**src/gpio_upper_map.svh**
```systemverilog
/*
  Register offsets and reset values for the upper GPIO configuration bank.
  Assumes inclusion by bare name from files in the same folder.
*/
`ifndef GPIO_UPPER_MAP_SVH
`define GPIO_UPPER_MAP_SVH

`define OFS_BOTH_EDGE     12'h05C
`define OFS_PAD_CFG_A     12'h060
`define OFS_PAD_CFG_B     12'h064
`define OFS_FSEL2         12'h068
`define OFS_FSEL2_SET     12'h06C
`define OFS_FSEL2_CLR     12'h070
`define OFS_FSEL3         12'h074
`define OFS_FSEL3_SET     12'h078
`define OFS_FSEL3_CLR     12'h07C
`define OFS_HYST_RSVD     12'h0A8
`define OFS_SLEW_RSVD     12'h0AC
`define OFS_DRIVE_LO      12'h0B0
`define OFS_DRIVE_HI      12'h0B4
`define OFS_PULL_STR      12'h0B8
`define OFS_RAIL_SEL      12'h0C0
`define OFS_IRQ_KIND      12'h0D0
`define OFS_IRQ_SENSE     12'h0D4
`define OFS_IRQ_STATUS    12'h0D8
`define OFS_IN_LEVEL      12'h0DC
`define REG_RESET         32'h0000_0000
`define ADDR_WORD_LSB     2

`endif

```
**src/gpio_upper_pkg.sv**
```systemverilog
/*
  Shared types for the upper GPIO configuration bank.
  Assumes a 32-bit APB data path.
*/
package gpio_upper_pkg;
  typedef logic [31:0] word_t;
  typedef logic [11:0] offset_t;
endpackage

```
**src/gpio_port_upper_config_regs.sv**
```systemverilog
/*
  Upper GPIO configuration registers as an APB slave, plus per-pin interrupt
  trigger detection that uses the both-edge, trigger kind and sense words.
  Assumes pins arrive asynchronously and that interrupt enable, flag storage
  and clearing sit in a neighbouring block fed by irq_event.
*/
`timescale 1ns/1ps
`include "gpio_upper_map.svh"

module gpio_port_upper_config_regs
  import gpio_upper_pkg::*;
#(
  parameter int PINS = 32
) (
  input  wire logic              pclk,
  input  wire logic              presetn,
  input  wire logic              clk_en,
  input  wire logic              psel,
  input  wire logic              penable,
  input  wire logic              pwrite,
  input  wire logic [11:0]       paddr,
  input  wire logic [31:0]       pwdata,
  input  wire logic [3:0]        pstrb,
  output logic      [31:0]       prdata,
  output logic                   pready,
  output logic                   pslverr,
  input  wire logic [PINS-1:0]   pin_in,
  output logic      [PINS-1:0]   irq_event,
  output logic      [PINS-1:0]   pad_cfg_a,
  output logic      [PINS-1:0]   pad_cfg_b,
  output logic      [PINS-1:0]   func_sel_second,
  output logic      [PINS-1:0]   func_sel_third,
  output logic      [PINS-1:0]   drive_lo,
  output logic      [PINS-1:0]   drive_hi,
  output logic      [PINS-1:0]   pull_strong,
  output logic      [PINS-1:0]   rail_high
);

  // Every register word is one bus word wide, so only a full port fits.
  if (PINS != 32) begin : g_pins_check
    $error("PINS must be 32 to match the 32-bit register words.");
  end

  // ------------------------------------------------------------------
  // Bus decode
  // ------------------------------------------------------------------
  logic        wr_en;
  logic        rd_en;
  word_t       wmask;
  offset_t     ofs;
  logic        mapped;

  assign ofs   = {paddr[11:`ADDR_WORD_LSB], 2'b00};
  assign wr_en = clk_en && psel && penable && pwrite && pready;
  assign rd_en = clk_en && psel && !penable && !pwrite;
  assign wmask = {{8{pstrb[3]}}, {8{pstrb[2]}}, {8{pstrb[1]}}, {8{pstrb[0]}}};

  word_t both_edge_q, irq_kind_q, irq_sense_q;
  word_t fsel2_q, fsel3_q;
  word_t in_sync1_q, in_sync2_q, in_prev_q;
  word_t rd_d;

  always_comb begin
    mapped = 1'b1;
    case (ofs)
      `OFS_BOTH_EDGE:  rd_d = both_edge_q;
      `OFS_PAD_CFG_A:  rd_d = pad_cfg_a;
      `OFS_PAD_CFG_B:  rd_d = pad_cfg_b;
      `OFS_FSEL2:      rd_d = fsel2_q;
      `OFS_FSEL3:      rd_d = fsel3_q;
      `OFS_FSEL2_SET,
      `OFS_FSEL2_CLR,
      `OFS_FSEL3_SET,
      `OFS_FSEL3_CLR:  rd_d = `REG_RESET;
      `OFS_HYST_RSVD,
      `OFS_SLEW_RSVD:  rd_d = `REG_RESET;
      `OFS_DRIVE_LO:   rd_d = drive_lo;
      `OFS_DRIVE_HI:   rd_d = drive_hi;
      `OFS_PULL_STR:   rd_d = pull_strong;
      `OFS_RAIL_SEL:   rd_d = rail_high;
      `OFS_IRQ_KIND:   rd_d = irq_kind_q;
      `OFS_IRQ_SENSE:  rd_d = irq_sense_q;
      `OFS_IRQ_STATUS: rd_d = irq_event;
      `OFS_IN_LEVEL:   rd_d = in_sync2_q;
      default: begin
        rd_d   = `REG_RESET;
        mapped = 1'b0;
      end
    endcase
  end

  // ------------------------------------------------------------------
  // Bus response
  // ------------------------------------------------------------------
  // No wait states: data and error are registered in the setup cycle
  // so every output leaves a flip-flop.
  always_ff @(posedge pclk or negedge presetn) begin
    if (!presetn) begin
      prdata  <= `REG_RESET;
      pready  <= 1'b0;
      pslverr <= 1'b0;
    end else if (clk_en) begin
      pready  <= psel && !penable;
      pslverr <= psel && !penable && !mapped;
      if (rd_en) begin
        prdata <= rd_d;
      end
    end
  end

  // ------------------------------------------------------------------
  // Plain read-write words
  // ------------------------------------------------------------------
  function automatic word_t merge(input word_t old_v, input word_t new_v, input word_t m);
    merge = (old_v & ~m) | (new_v & m);
  endfunction

  always_ff @(posedge pclk or negedge presetn) begin
    if (!presetn) begin
      both_edge_q <= `REG_RESET;
      irq_kind_q  <= `REG_RESET;
      irq_sense_q <= `REG_RESET;
      pad_cfg_a   <= `REG_RESET;
      pad_cfg_b   <= `REG_RESET;
      drive_lo    <= `REG_RESET;
      drive_hi    <= `REG_RESET;
      pull_strong <= `REG_RESET;
      rail_high   <= `REG_RESET;
    end else if (wr_en && !pslverr) begin
      case (ofs)
        `OFS_BOTH_EDGE: both_edge_q <= merge(both_edge_q, pwdata, wmask);
        `OFS_IRQ_KIND:  irq_kind_q  <= merge(irq_kind_q, pwdata, wmask);
        `OFS_IRQ_SENSE: irq_sense_q <= merge(irq_sense_q, pwdata, wmask);
        `OFS_PAD_CFG_A: pad_cfg_a   <= merge(pad_cfg_a, pwdata, wmask);
        `OFS_PAD_CFG_B: pad_cfg_b   <= merge(pad_cfg_b, pwdata, wmask);
        `OFS_DRIVE_LO:  drive_lo    <= merge(drive_lo, pwdata, wmask);
        `OFS_DRIVE_HI:  drive_hi    <= merge(drive_hi, pwdata, wmask);
        `OFS_PULL_STR:  pull_strong <= merge(pull_strong, pwdata, wmask);
        `OFS_RAIL_SEL:  rail_high   <= merge(rail_high, pwdata, wmask);
        default: begin
        end
      endcase
    end
  end

  // ------------------------------------------------------------------
  // Function select words with set and clear aliases
  // ------------------------------------------------------------------
  // Software is trusted to keep absent pins at reset; hardware does not mask them.
  always_ff @(posedge pclk or negedge presetn) begin
    if (!presetn) begin
      fsel2_q <= `REG_RESET;
      fsel3_q <= `REG_RESET;
    end else if (wr_en && !pslverr) begin
      case (ofs)
        `OFS_FSEL2:     fsel2_q <= merge(fsel2_q, pwdata, wmask);
        `OFS_FSEL2_SET: fsel2_q <= fsel2_q | (pwdata & wmask);
        `OFS_FSEL2_CLR: fsel2_q <= fsel2_q & ~(pwdata & wmask);
        `OFS_FSEL3:     fsel3_q <= merge(fsel3_q, pwdata, wmask);
        `OFS_FSEL3_SET: fsel3_q <= fsel3_q | (pwdata & wmask);
        `OFS_FSEL3_CLR: fsel3_q <= fsel3_q & ~(pwdata & wmask);
        default: begin
        end
      endcase
    end
  end

  always_ff @(posedge pclk or negedge presetn) begin
    if (!presetn) begin
      func_sel_second <= `REG_RESET;
      func_sel_third  <= `REG_RESET;
    end else if (clk_en) begin
      func_sel_second <= fsel2_q;
      func_sel_third  <= fsel3_q;
    end
  end

  // ------------------------------------------------------------------
  // Input sampling and trigger detection
  // ------------------------------------------------------------------
  // The sampling path takes no function select term, so alternate pins still
  // report levels and raise events.
  always_ff @(posedge pclk or negedge presetn) begin
    if (!presetn) begin
      in_sync1_q <= `REG_RESET;
      in_sync2_q <= `REG_RESET;
      in_prev_q  <= `REG_RESET;
    end else if (clk_en) begin
      in_sync1_q <= pin_in;
      in_sync2_q <= in_sync1_q;
      in_prev_q  <= in_sync2_q;
    end
  end

  word_t rise, fall, edge_hit, level_hit;

  assign rise      = in_sync2_q & ~in_prev_q;
  assign fall      = ~in_sync2_q & in_prev_q;
  assign edge_hit  = (both_edge_q & (rise | fall))
                   | (~both_edge_q & ((irq_sense_q & rise) | (~irq_sense_q & fall)));
  assign level_hit = ~(in_sync2_q ^ irq_sense_q);

  always_ff @(posedge pclk or negedge presetn) begin
    if (!presetn) begin
      irq_event <= `REG_RESET;
    end else if (clk_en) begin
      irq_event <= (irq_kind_q & edge_hit) | (~irq_kind_q & level_hit);
    end
  end

endmodule

```
**config.mk**
```make
export PLATFORM = sky130hd
export DESIGN_NAME = gpio_port_upper_config_regs
export DESIGN_NICKNAME = d
export VERILOG_FILES = /design/src/gpio_upper_pkg.sv /design/src/gpio_port_upper_config_regs.sv
export VERILOG_INCLUDE_DIRS = /design/src
export SDC_FILE = /design/constraint.sdc
export NUM_CORES = 1
export LEC_CHECK = 0
export BUFFER_PORTS_ARGS = -buffer_cell sky130_fd_sc_hd__clkbuf_2
export CORE_MARGIN = 4
export CORE_UTILIZATION = 55
export DETAILED_ROUTE_END_ITERATION = 8
export MAX_ROUTING_LAYER = met4
export PLACE_DENSITY = 0.77
export SLEW_MARGIN = 10
export SYNTH_ARGS = -nofsm -noshare
export SYNTH_HDL_FRONTEND = slang
export SYNTH_SLANG_ARGS = --single-unit
```
**constraint.sdc**
```tcl
create_clock -name pclk -period 2.44 [get_ports pclk]
set_input_delay 0.244 -clock pclk [delete_from_list [all_inputs] [get_ports pclk]]
set_output_delay 0.244 -clock pclk [all_outputs]
set_load 0.03 [all_outputs]
```
==> flow_metrics.tcl <==
set metrics [dict create \
    outcome "finished, final reports clean" \
    synth_cell_types 70 \
    fin_skew_ps 13.8 \
    synth.avg_cell_area_um2 11.3 \
    dieWidth_um 232 \
    crit_fanout 9 \
    finalSetupViolCount 0 \
    synth_cells 2445 \
    drc 0 \
    maxCapViolCount 0 \
    power_frac_seq_pct 47.1 \
    dp_slack_ps 0.232 \
    clkPwrFrac_pct 41.8 \
    final_common_cell "dfrtp_1" \
    required_ps 2940 \
    power_density_nw_per_um2 640 \
    areaGrowthSynthToFinish_pct 23.4 \
    syn_nets 2595 \
    cts.sinks 578 \
    muxShareOfSynthArea_pct 18.9 \
    power_leakage_nw 17.2 \
    irDropWorstVdd_mv 0.534 \
    whs_ps 34.6 \
    h-tree-depth 2 \
    grt_start_max_net_pins 155 \
    place_hpwl_um 70900 \
    drt_iter0_drc 2348 \
    antenna_found_initial 13 \
    fillers 3573 \
    port_buffers 405 \
    grt_pass1_vias 23400 \
    slew_headroom_pct 42.6 \
    ys_seq_area_share_pct 52.2 \
    path_class "reg -> reg" \
    p_sw_share_pct 26.3 \
    synthAdderAreaFrac_pct 2.89 \
    grt_pass1_wl_um 149000 \
    hold_violations 0 \
    vias_per_cell 6.23 \
    wire_per_inst_um 27.0 \
    synth-main-ff-cell "dfrtp_1" \
    synth_compound_area_share_pct 11.7 \
    async_flop_share_pct 100 \
    p_sw_mw 5.75 \
    slew_violations 0 \
    vias 23100 \
    timing.fmax_ghz 0.446 \
    critical_path_arrival_ps 2740 \
    track_usage_pct 37.8 \
    design_area_um2 34200 \
    initial_core_util_pct 56.1 \
    pin_count 408 \
    gp_congestion 1.00 \
    clockBufferDepth 3 \
    clk_latency_ps 620 \
    period_needed_ps 2240 \
    tritoncts "built" \
    worstSetupEndpointType "flip-flop" \
    p_comb_share_pct 11.0 \
    die-area_um2 54000 \
    cts_resized 0 \
    period_share_pct 91.9 \
    drive_gt1_share_pct 36.9 \
    tns_ps 0 \
    drtPass1Iterations 6 \
    ys_seq_elements 578 \
    finalWirelength_um 100000 \
    placed_area_um2 31700 \
    coreArea_um2 49400 \
    die_h_um 232 \
    gr-total-overflow 0 \
    cts-root-buf "clkbuf_16" \
    final_nets 3139 \
    setup_slack_ps 198 \
    syn_area_um2 27700 \
    startpoint_type "flip-flop" \
    synth_warnings 0 \
    synthSimpleGateAreaFrac_pct 10.2 \
    clk_pin_slew_worst_paths_ps 60 \
    synth_top_family_by_area "multiplexers" \
    synth_edf_count 0 \
    p_int_mw 16.1 \
    rsz0062_at_grt "false" \
    hp-class "in -> reg" \
    numCtsBuffers 58 \
    finalPower_mw 21.9 \
    rows 81 \
    post_cts_buffers 0 \
    final_cell_mix "dfrtp_1 (578), clkbuf_2 (401), mux2_2 (392)" \
    drtAntennaViolNets 0 \
    tightest_slew_ps 862 \
    synth_xor_area_share_pct 1.01 \
]
kinds of logic (layout without fill, tap and decap cells):
family                   count (synthesis)  after routing
buffers and inverters                  212            802
AO/OA/AOI/OAI                          503            503
flip-flops                             578            578
AND/OR/NAND/NOR                        582            582
XOR/XNOR                                32             32
other                                    0             13
adder cells (fa/ha/maj)                 64             64
multiplexers                           474            474
stage by stage:
stage	std cells	util [%]
after detailed placement	3543	64.2
after global routing	3712	69.3
after CTS	3699	69.2
after floorplan	2445	-
final	3712	69.3
after global placement	3543	64.2
area by class of cell:
| cell class | instances | area, um2 | area share (%) |
|---|---|---|---|
| multi-input combinational | 1655 | 12400 | 36.3 |
| clock buffer | 86 | 1740 | 5.09 |
| tap | 664 | 831 | 2.43 |
| inverter | 67 | 251 | 0.736 |
| antenna | 13 | 32.5 | 0.0952 |
| sequential | 578 | 14500 | 42.3 |
| clock inverter | 20 | 214 | 0.626 |
| timing repair buffer | 629 | 4230 | 12.4 |
synth_stat cells (30+ instances only):
library cell	number	share of area (%)
a211oi_1	35	0.95
a21oi_1	113	2.0
a22oi_1	61	1.7
buf_2	30	0.54
clkbuf_1	106	1.4
dfrtp_1	578	52
ha_1	64	2.9
inv_1	67	0.91
mux2_2	392	16
mux2i_1	74	2.7
nand2_1	241	3.3
nor2_1	169	2.3
nor2b_1	41	0.93
o21ai_0	150	2.7
xor2_1	32	1.0
what timing repair did:
item / 4_1_cts / 5_1_grt
setup endpoints to repair: 0 / 0
hold buffers: 50 / 0
hold endpoints to repair: 112 / 0
critical path: stages (launching register included):
cell	delay, ps
dfrtp_1	440
nand4b_1	320
nor2_1	160
buf_4	160
nand2_1	60
buf_4	190
nor2_4	390
mux2_2	400
power groups by stage:
stage	clock network, mW	registers (mW)	logic [mW]
finish	9.15	10.3	2.41
global route	9.66	10.3	2.61
CTS	9.22	10.3	2.40
detailed placement	0	10.5	2.31
global placement	0	10.4	2.23
floorplan	0	10.7	1.00
path summary, 6_finish.rpt:
check	start	to	cells after the start	slack, ps
min	pwdata[13]	fsel2_q[13]	3	30
max reg2reg	pslverr	flip-flop	7	200
max in group asynchronous	presetn	fsel2_q[20]	3	1260
min reg2reg	in_sync1_q[4]	in_sync2_q[4]	2	490
min in group asynchronous	presetn	asynchronous set/reset pin	2	220
max	pslverr	flip-flop	7	200
per-layer routing:
layer  GRT usage (%)  routed length, um
met5               -                  0
met1            49.4              38700
met2            56.6              45100
met3            9.11              10800
met4            17.1               5820
(Power assumes the default switching activity.)
